## src/rtl/srap_cfg.svh

```systemverilog
// Purpose: shared constants of the serial register access port
// Assumes: 25 MHz core clock on both ends
// Notes:   times in ns, cycle counts derived and rounded up
`ifndef SRAP_CFG_SVH
`define SRAP_CFG_SVH

// Command byte layout
`define SRAP_ACC_BIT 7
`define SRAP_ACC_WR 1'b0
`define SRAP_ACC_RD 1'b1
`define SRAP_FILLER_ADDR 7'h3F
`define SRAP_FILL_BYTES 2'h2

// Link timing, ns
`define SRAP_CLK_NS 40
`define SRAP_HALF_NS 160
`define SRAP_SETUP_NS 25
`define SRAP_HOLD_NS 260
`define SRAP_GAP_NS 50

// Least times rounded up to whole clock cycles
`define SRAP_CYC(ns) (((ns) + `SRAP_CLK_NS - 1) / `SRAP_CLK_NS)
`define SRAP_HALF_CYC 4'(`SRAP_CYC(`SRAP_HALF_NS))
`define SRAP_SETUP_CYC 4'(`SRAP_CYC(`SRAP_SETUP_NS))
`define SRAP_HOLD_CYC 4'(`SRAP_CYC(`SRAP_HOLD_NS))
`define SRAP_GAP_CYC 4'(`SRAP_CYC(`SRAP_GAP_NS))

`endif

```

## src/rtl/srap_pkg.sv

```systemverilog
// Purpose: types and command helpers of the serial register access port
// Assumes: srap_cfg.svh holds all numbers
// Notes:   shared by both ends
`include "srap_cfg.svh"
package srap_pkg;

  typedef logic [7:0] srap_byte_t;
  typedef logic [6:0] srap_addr_t;
  typedef logic [15:0] srap_stat_t;

  // Device decode states
  typedef enum logic [1:0] {DEV_CMD, DEV_WDATA, DEV_FAULT} srap_dev_st_t;

  // Host link sequencer states
  typedef enum logic [2:0] {
    HST_IDLE, HST_SETUP, HST_HIGH, HST_LOW, HST_HOLD, HST_GAP
  } srap_host_st_t;

  // True when a command byte asks for a read
  function automatic logic srap_is_rd(input srap_byte_t b);
    return b[`SRAP_ACC_BIT] == `SRAP_ACC_RD;
  endfunction

  // Build a command byte from access type and address
  function automatic srap_byte_t srap_cmd(input logic rd, input srap_addr_t a);
    return {(rd ? `SRAP_ACC_RD : `SRAP_ACC_WR), a};
  endfunction

endpackage

```

## src/rtl/srap_if.sv

```systemverilog
// Purpose: serial link between drive controller and register port
// Assumes: select active high, clock idles low
// Notes:   all four wires single direction
`timescale 1ns/10ps
interface srap_if;
  logic sclk;
  logic sel;
  logic mosi;
  logic miso;

  // Register port end
  modport dev (input sclk, input sel, input mosi, output miso);
  // Drive controller end
  modport host (output sclk, output sel, output mosi, input miso);
endinterface

```

## src/rtl/srap_dev.sv

```systemverilog
// Purpose: register port end, serial slave with byte register access
// Assumes: link sclk at most a quarter of the core clock rate
// Notes:   all link inputs pass a two-stage synchroniser
`timescale 1ns/10ps
`include "srap_cfg.svh"
module srap_dev (
  // Clock and reset
  input wire logic clock_i,
  input wire logic reset_n_i,
  // Serial link
  srap_if.dev link,
  // Link status sent at each start
  input wire srap_pkg::srap_stat_t status_i,
  // Register file access
  output logic reg_rd_o,
  output logic reg_wr_o,
  output srap_pkg::srap_addr_t reg_addr_o,
  output srap_pkg::srap_byte_t reg_wdata_o,
  input wire srap_pkg::srap_byte_t reg_rdata_i,
  input wire logic reg_addr_bad_i,
  // Fault event
  output logic fault_o
);
  import srap_pkg::*;

  logic [1:0] sclk_sync_q;
  logic [1:0] sel_sync_q;
  logic [1:0] mosi_sync_q;
  logic sclk_old_q;
  logic sel_old_q;
  logic sclk_rise;
  logic sclk_fall;
  logic sel_rise;
  logic sel_fall;
  logic sel_on;
  logic byte_done;
  logic end_err;
  srap_byte_t rx_byte;
  logic [2:0] bit_q;
  srap_byte_t rx_q;
  srap_byte_t tx_q;
  srap_byte_t stl_q;
  srap_byte_t rdq_q;
  logic [1:0] byte_idx_q;
  logic miso_q;
  logic fault_q;
  logic fault_pulse_q;
  srap_dev_st_t st_q;
  srap_addr_t addr_q;
  logic got_q;
  logic check_q;
  logic reg_rd_q;
  logic reg_wr_q;
  srap_addr_t reg_addr_q;
  srap_byte_t reg_wdata_q;

  // Two-stage synchronisers and edge history
  always_ff @(posedge clock_i) begin
    if (!reset_n_i) begin
      sclk_sync_q <= 2'h0;
      sel_sync_q <= 2'h0;
      mosi_sync_q <= 2'h0;
      sclk_old_q <= 1'b0;
      sel_old_q <= 1'b0;
    end else begin
      sclk_sync_q <= {sclk_sync_q[0], link.sclk};
      sel_sync_q <= {sel_sync_q[0], link.sel};
      mosi_sync_q <= {mosi_sync_q[0], link.mosi};
      sclk_old_q <= sclk_sync_q[1];
      sel_old_q <= sel_sync_q[1];
    end
  end

  // Edge detection on synchronised levels
  assign sel_on = sel_sync_q[1];
  assign sel_rise = sel_on & ~sel_old_q;
  assign sel_fall = ~sel_on & sel_old_q;
  assign sclk_rise = sel_on & ~sel_rise & sclk_sync_q[1] & ~sclk_old_q;
  assign sclk_fall = sel_on & ~sel_rise & ~sclk_sync_q[1] & sclk_old_q;
  assign rx_byte = {rx_q[6:0], mosi_sync_q[1]};
  assign byte_done = sclk_fall & (bit_q == 3'h7);

  // Errors found when select is released
  assign end_err = ~fault_q & ((bit_q != 3'h0)
                   | ((st_q == DEV_WDATA) & ~got_q));

  // Bit counter and receive shifter, sampled on falling clock
  always_ff @(posedge clock_i) begin
    if (!reset_n_i || !sel_on || sel_rise) begin
      bit_q <= 3'h0;
      rx_q <= 8'h00;
    end else if (sclk_fall) begin
      bit_q <= bit_q + 3'h1;
      rx_q <= rx_byte;
    end
  end

  // Byte position within the select window, saturates at two
  always_ff @(posedge clock_i) begin
    if (!reset_n_i || sel_rise) begin
      byte_idx_q <= 2'h0;
    end else if (byte_done && byte_idx_q != 2'h2) begin
      byte_idx_q <= byte_idx_q + 2'h1;
    end
  end

  // Status low byte held so both halves match
  always_ff @(posedge clock_i) begin
    if (!reset_n_i) begin
      stl_q <= 8'h00;
    end else if (sel_rise) begin
      stl_q <= status_i[7:0];
    end
  end

  // Transmit shifter, new bit out on rising clock
  always_ff @(posedge clock_i) begin
    if (!reset_n_i) begin
      tx_q <= 8'h00;
      miso_q <= 1'b0;
    end else if (sel_rise) begin
      tx_q <= status_i[15:8];
      miso_q <= 1'b0;
    end else if (!sel_on) begin
      miso_q <= fault_q;
    end else if (fault_q) begin
      miso_q <= 1'b1;
    end else if (byte_done) begin
      // Status once, then read data two bytes behind command
      tx_q <= (byte_idx_q == 2'h0) ? stl_q : rdq_q;
    end else if (sclk_rise) begin
      miso_q <= tx_q[7];
      tx_q <= {tx_q[6:0], 1'b0};
    end
  end

  // Read data captured in the cycle of the read strobe
  always_ff @(posedge clock_i) begin
    if (!reset_n_i || sel_rise) begin
      rdq_q <= 8'h00;
    end else if (reg_rd_q) begin
      rdq_q <= reg_rdata_i;
    end else if (byte_done) begin
      rdq_q <= 8'h00;
    end
  end

  // Fault tracking, address faults end with select
  always_ff @(posedge clock_i) begin
    if (!reset_n_i) begin
      fault_q <= 1'b0;
      fault_pulse_q <= 1'b0;
    end else begin
      fault_pulse_q <= 1'b0;
      if (sel_rise) begin
        fault_q <= 1'b0;
      end else if (sel_fall) begin
        fault_q <= end_err;
        fault_pulse_q <= end_err;
      end else if (sel_on && !fault_q && check_q && reg_addr_bad_i) begin
        fault_q <= 1'b1;
        fault_pulse_q <= 1'b1;
      end
    end
  end

  // Command and data decoding per received byte
  always_ff @(posedge clock_i) begin
    if (!reset_n_i) begin
      st_q <= DEV_CMD;
      addr_q <= 7'h00;
      got_q <= 1'b0;
      check_q <= 1'b0;
      reg_rd_q <= 1'b0;
      reg_wr_q <= 1'b0;
      reg_addr_q <= 7'h00;
      reg_wdata_q <= 8'h00;
    end else begin
      reg_rd_q <= 1'b0;
      reg_wr_q <= 1'b0;
      check_q <= 1'b0;
      if (!sel_on || sel_rise) begin
        st_q <= DEV_CMD;
        got_q <= 1'b0;
      end else if (fault_q) begin
        st_q <= DEV_FAULT;
      end else if (byte_done) begin
        unique case (st_q)
          DEV_CMD: begin
            reg_addr_q <= rx_byte[6:0];
            check_q <= 1'b1;
            if (srap_is_rd(rx_byte)) begin
              // Filler address is not forwarded
              reg_rd_q <= (rx_byte[6:0] != `SRAP_FILLER_ADDR);
            end else begin
              st_q <= DEV_WDATA;
              addr_q <= rx_byte[6:0];
            end
          end
          DEV_WDATA: begin
            reg_addr_q <= addr_q;
            reg_wdata_q <= rx_byte;
            reg_wr_q <= 1'b1;
            check_q <= 1'b1;
            addr_q <= addr_q + 7'h01;
            got_q <= 1'b1;
          end
          DEV_FAULT: begin
            // Bytes ignored until select drops
            st_q <= DEV_FAULT;
          end
        endcase
      end
    end
  end

  // Outputs straight from flip-flops
  assign link.miso = miso_q;
  assign reg_rd_o = reg_rd_q;
  assign reg_wr_o = reg_wr_q;
  assign reg_addr_o = reg_addr_q;
  assign reg_wdata_o = reg_wdata_q;
  assign fault_o = fault_pulse_q;

endmodule

```

## src/flat_wrapper.sv

```systemverilog
// flat-port wrapper written by rule: the top's interface ports become plain ports
module srap_dev_flat import srap_pkg::*;
  (clock_i, reset_n_i, status_i, reg_rd_o, reg_wr_o, reg_addr_o, reg_wdata_o, reg_rdata_i, reg_addr_bad_i, fault_o, link_sclk, link_sel, link_mosi, link_miso);
  srap_if link_i ();
  input wire logic clock_i;
  input wire logic reset_n_i;
  input wire srap_pkg::srap_stat_t status_i;
  output logic reg_rd_o;
  output logic reg_wr_o;
  output srap_pkg::srap_addr_t reg_addr_o;
  output srap_pkg::srap_byte_t reg_wdata_o;
  input wire srap_pkg::srap_byte_t reg_rdata_i;
  input wire logic reg_addr_bad_i;
  output logic fault_o;
  input wire logic [$bits(link_i.sclk)-1:0] link_sclk;
  input wire logic [$bits(link_i.sel)-1:0] link_sel;
  input wire logic [$bits(link_i.mosi)-1:0] link_mosi;
  output wire logic [$bits(link_i.miso)-1:0] link_miso;
  assign link_i.sclk = link_sclk;
  assign link_i.sel = link_sel;
  assign link_i.mosi = link_mosi;
  assign link_miso = link_i.miso;
  srap_dev u_core (.clock_i(clock_i), .reset_n_i(reset_n_i), .link(link_i), .status_i(status_i), .reg_rd_o(reg_rd_o), .reg_wr_o(reg_wr_o), .reg_addr_o(reg_addr_o), .reg_wdata_o(reg_wdata_o), .reg_rdata_i(reg_rdata_i), .reg_addr_bad_i(reg_addr_bad_i), .fault_o(fault_o));
endmodule
```

## config.mk

```make
export PLATFORM = sky130hd
export DESIGN_NAME = srap_dev_flat
export DESIGN_NICKNAME = d
export VERILOG_FILES = /design/src/rtl/srap_pkg.sv /design/src/rtl/srap_if.sv /design/src/rtl/srap_dev.sv /design/src/flat_wrapper.sv
export VERILOG_INCLUDE_DIRS = /design/src /design/src/rtl
export SDC_FILE = /design/constraint.sdc
export NUM_CORES = 1
export LEC_CHECK = 0
export BUFFER_PORTS_ARGS = -buffer_cell sky130_fd_sc_hd__buf_4
export CAP_MARGIN = 25
export CORE_MARGIN = 4
export CORE_UTILIZATION = 55
export CTS_CLUSTER_SIZE = 20
export DETAILED_ROUTE_END_ITERATION = 12
export GPL_TIMING_DRIVEN = 0
export HOLD_SLACK_MARGIN = 0.06
export PLACE_DENSITY = 0.78
export SLEW_MARGIN = 40
export SYNTH_ARGS = -nofsm -noshare
export SYNTH_HDL_FRONTEND = slang
export SYNTH_SLANG_ARGS = --single-unit
```

## constraint.sdc

```tcl
create_clock -name clock_i -period 2.55 [get_ports clock_i]
set_input_delay 0.3825 -clock clock_i [delete_from_list [all_inputs] [get_ports clock_i]]
set_output_delay 0.3825 -clock clock_i [all_outputs]
set_load 0.05 [all_outputs]
```

# Word level (Yosys, flattened, before mapping)
# Index checks and enable logic that the tools add are counted.
# totals
ff_bits	75
out_inout_bits	19
wordCells	120
# op_classes
n_addsub	3
n_eq_ne	10
n_mux	25
n_bitwise	23
reduce_logical	36
# op_table
op	count
8-bit 2-to-1 mux	8
7-bit one-hot mux with 2 select lines	2
1-bit inverter	12
3-bit AND reduction	4
2-bit nonzero test	6
1-bit bitwise AND	10
1-bit 2-to-1 mux	10
3-bit inequality test, second input constant	3
3-bit nonzero test	3
4-bit AND reduction	2
7-bit by 1-bit adder with 7-bit output, second input constant	1
7-bit 2-to-1 mux	1
7-bit by 6-bit inequality test with 1-bit output, second input constant	1
2-bit 2-to-1 mux	3
2-bit OR reduction	3
6-bit OR reduction	1
5-bit AND reduction	1
1-bit logical AND	4
2-bit zero test	2
1-bit logical OR	4
2-bit inequality test, second input constant	2
2-bit one-hot mux with 2 select lines	1
4-bit OR reduction	1
3-bit by 1-bit adder with 3-bit output, second input constant	1
9 further kinds	11

# Depth between registers and ports, before layout
# depth
word_depth	11
depth_mapped	7
mapped_depth_nobuf	6

# Least setup slack after synthesis
# No wires, ideal clock.
# synth_timing
path_kind	register to register
startpoint	register u_core.bit_q[0]
endpoint	register u_core.addr_q[2]
setup_ns	0.123
arrival_time_ns	1.832
path_slack_ns	0.595
stages_incl_launch_ff	8
n_path_buf	1
synth_period_minus_slack_ns	1.955
cell_sequence	dfxtp_1 > ha_1 > ha_1 > or3b_4 > or3_1 > buf_6 > o211ai_2 > o31ai_2
# synth_via
elab_chain_len	3
# synth_lines
element	line	rtl
from (decl)	srap_dev.sv:39	logic [2:0] bit_q;
from (signal assigned)	srap_dev.sv:93	bit_q <= bit_q + 3'h1;
3-bit equality test	srap_dev.sv:81	assign byte_done = sclk_fall & (bit_q == 3'h7);
1-bit bitwise AND	srap_dev.sv:81	
5-bit AND reduction (no line)	-	
to (signal assigned)	srap_dev.sv:197	addr_q <= rx_byte[6:0];
to (signal assigned)	srap_dev.sv:205	addr_q <= addr_q + 7'h01;
to (decl)	srap_dev.sv:49	srap_addr_t addr_q;
# No other way between the ends.
# A chain may end at the register's enable or synchronous reset.

# Worst setup path after layout
# layout_timing
startpoint	register u_core.bit_q[0]
endpoint	register u_core.reg_addr_q[4], in the netlist u_core.reg_addr_o[4]
# layout_via
elab_chain_len	3
# layout_lines
element	line	rtl
3-bit equality test	srap_dev.sv:81	
1-bit bitwise AND	srap_dev.sv:81	
4-bit AND reduction (no line)	-	
to (signal assigned)	srap_dev.sv:190	reg_addr_q <= rx_byte[6:0];
to (signal assigned)	srap_dev.sv:201	reg_addr_q <= addr_q;
to (decl)	srap_dev.sv:54	srap_addr_t reg_addr_q;
# No other way between the ends.

==> flow_metrics.py <==
metrics = {
    "sta": {
        "slew_viol_final": 0,
        "setup_viol_count_final": 0,
        "worst_pin_slew_ns": 0.575,
        "fin_worst_skew_ns": 0.00809,
        "period_share_pct": 85.5,
        "fin_tns_setup_ns": 0,
        "relSlewSlack_pct": 61.6,
        "fin_crit_ns": 2.18,
        "grt_setup_unrepaired": "false",
        "final-hold-violation-count": 0,
        "max_freq_ghz": 0.459,
    },
    "worst_setup_path": {
        "worst_path_most_repeated_cell": "ha_1",
        "worstSetupStartpoint": "u_core.bit_q[0]",
        "path_cells": "ha_1 > ha_1 > or3b_4 > nor2_2 > buf_2 > nor2_1 > a311oi_1",
        "startpoint_type": "flip-flop",
        "max_stage_delay_ns": 0.45,
        "worstReg2RegStart": "u_core.bit_q[0]",
        "reg2reg_depth": 7,
        "cp_max_fo": 10,
        "critPathCaptureType": "flip-flop",
        "crit_type": "reg2reg",
        "crit_path_top_delay_cell": "or3b_4",
        "worst_ep_required_time_ns": 2.80,
        "cp.arrival_ns": 2.43,
    },
    "power": {
        "ir_drop_mv": 0.382,
        "switching_share_pct": 20.3,
        "internal-power_uw": 1910,
        "p_leak_uw": 0.00148,
        "power.share.clock_pct": 45.8,
        "powerDensity_nw_per_um2": 618,
        "seq_power_share_pct": 50.0,
        "p_sw_uw": 488,
        "power_frac_comb_pct": 4.3,
        "finalPower_uw": 2400,
    },
    "cells_and_area": {
        "diodes": 0,
        "regArea_sq_um": 1500,
        "final_cell_mix": "nand2_1 (75), dfxtp_1 (75), buf_4 (47)",
        "drive_gt1_share_pct": 17.2,
        "post-route-util_pct": 69.6,
        "finish.net_count": 472,
        "areaGrowthSynthToFinish_pct": 21.4,
        "nFillCells": 454,
        "multiInputGateArea_sq_um": 1550,
    },
    "synth": {
        "synth_seq_cells": 75,
        "syn_nets": 414,
        "synthMuxAreaShare_pct": 5.68,
        "syn_area_sq_um": 3200,
        "avgSynthCellArea_sq_um": 8.45,
        "synth_edf_count": 0,
        "synth_cells": 378,
        "ys_types": 45,
        "yosys_warnings": 0,
        "synth_compound_area_share_pct": 16.9,
        "synthSimpleGateAreaFrac_pct": 23.1,
        "synthArstFlopShare_pct": 0,
        "yosysTopAreaCell": "dfxtp_1",
        "ys_seq_area_share_pct": 47.0,
        "synth.top_cell.area_share_pct": 47.0,
        "ys.flop_type": "dfxtp_1",
        "synthTopCellsByArea": "dfxtp_1 (47%), nand2_1 (8.8%), a21oi_1 (5.5%), mux2i_1 (5.3%), a31oi_1 (3.3%)",
        "synth_top_family_by_area": "simple AND/OR/NAND/NOR gates",
        "synth_xor_area_share_pct": 0.548,
        "synth_fa_ha_area_share_pct": 2.35,
    },
    "clock_network": {
        "cts_tree": "done",
        "cts_setup_buffers": 0,
        "cts_buffers": 9,
        "clock_latency_ns": 0.34,
        "clock-sinks": 75,
        "postCtsResizedCells": 0,
        "h-tree-depth": 3,
        "clock_path_buffers": 2,
        "ctsHoldBuffers": 0,
        "root_buffer": "clkbuf_8",
        "clkSlewWorstSetupHoldPaths_ns": 0.07,
    },
    "routing": {
        "vias_per_cell": 5.61,
        "vias": 2876,
        "drt_wl_total_um": 7590,
        "drc": 0,
        "drt-pass1-iter-count": 5,
        "ant_nets": 0,
        "wire_per_inst_um": 14.8,
        "drt_iter0_drc": 130,
    },
    "status": {
        "outcome": "completed",
    },
    "grt": {
        "grt_usage_pct": 22.8,
        "antenna_found_initial": 0,
        "grt.overflow.total": 0,
        "first_global_vias": 2788,
        "grt_first_pass_wirelength_um": 13300,
        "grt_max_degree": 13,
    },
    "placement": {
        "io_buffers": 47,
        "gp_congestion": 0.875,
        "dp_hpwl_um": 5480,
    },
    "floorplan": {
        "core-area_sq_um": 5570,
        "placementRows": 27,
        "die_width_um": 84.2,
        "ios": 49,
        "die_area_sq_um": 7090,
        "start_util_pct": 57.3,
        "fp.dieH_um": 84.2,
    },
    "worst_hold_path": {
        "hold_start": "link_sclk",
        "min_path_type": "in2reg",
        "holdPathStages": 2,
    },
    "flow_run": {
        "max_cap_violations": 0,
    },
}
## registers in the layout, summed over array words and instances (netlist names), 2 cells and up
name and count:
u_core.stl_q 8, u_core.tx_q 8, u_core.mosi_sync_q 2, u_core.rdq_q 8, u_core.sel_sync_q 2, u_core.bit_q 3, u_core.byte_idx_q 2, u_core.st_q 2
u_core.reg_addr_o 7, u_core.reg_wdata_o 8, u_core.sclk_sync_q 2, u_core.addr_q 7, u_core.rx_q 7
## metrics by stage
stage               instances  instance area [sq um]  hold WS (ns)  worst slack [ns]
floorplan                 378                   3200         0.412             0.595
global placement          497                   3640         0.415             0.464
detailed placement        497                   3640         0.422             0.418
CTS                       513                   3880         0.235             0.403
global route              513                   3880         0.245             0.264
finish                    513                   3880         0.247             0.370
## logic make-up after synthesis
family	count (synthesis)
AOI/OAI and AO/OA	85
and+or+nand+nor	157
DFF	75
muxes	18
buffers and inverters	35
adders and majority gates	6
xor gates and xnor gates	2
## critical path, delay by kind of cell, from the launching register on
kind | cells | cell delay, ns
buf+inv | 1 | 0.27
flops | 1 | 0.38
fa+ha+maj | 2 | 0.44
simple gates | 3 | 0.74
compound gates | 1 | 0.26
## cells in the mapped netlist, types with 5 or more instances
cell type  number
ha_1            6
nand2_1        75
clkbuf_1       19
mux2i_1        17
a31oi_1        17
a311oi_1        8
nand3b_1       10
dfxtp_1        75
nor2_1         28
inv_1           9
and2_1          8
nand2b_1        5
o21ai_0        12
nor3_1         10
a21oi_1        35
## path summary, 6_finish.rpt
path	end	slack, ns
max	u_core.reg_addr_o[4]	0.37
min	u_core.sclk_sync_q[0]	0.25
max reg2reg	u_core.reg_addr_o[4]	0.37
min reg2reg	u_core.mosi_sync_q[1]	0.43
## power groups by stage
stage / logic (uW) / registers (uW) / clock network, uW
global route: 113 / 1200 / 1160
floorplan: 50.7 / 1220 / 0
global placement: 100 / 1230 / 0
finish: 102 / 1200 / 1100
CTS: 103 / 1200 / 1120
detailed placement: 102 / 1230 / 0
## layer usage
layer / part of all wire [%] / GRT usage (%) / up-vias
met3: 4.9 / 4.51 / 13
met5: 0 / 0 / -
met4: 1.8 / 9.06 / 0
met1: 47 / 31.0 / 1363
li1: - / - / 1430
met2: 46 / 35.8 / 70
## area by class of cell
cell class / instances / share of cell area, %
Timing Repair Buffer: 47 / 9.09
Inverter: 10 / 0.967
Buffer: 25 / 2.74
Clock inverter: 5 / 2.58
Sequential cell: 75 / 38.7
Tap cell: 72 / 2.32
Multi-Input combinational cell: 268 / 40.0
Clock buffer: 11 / 3.64
(Power assumes the default switching activity.)
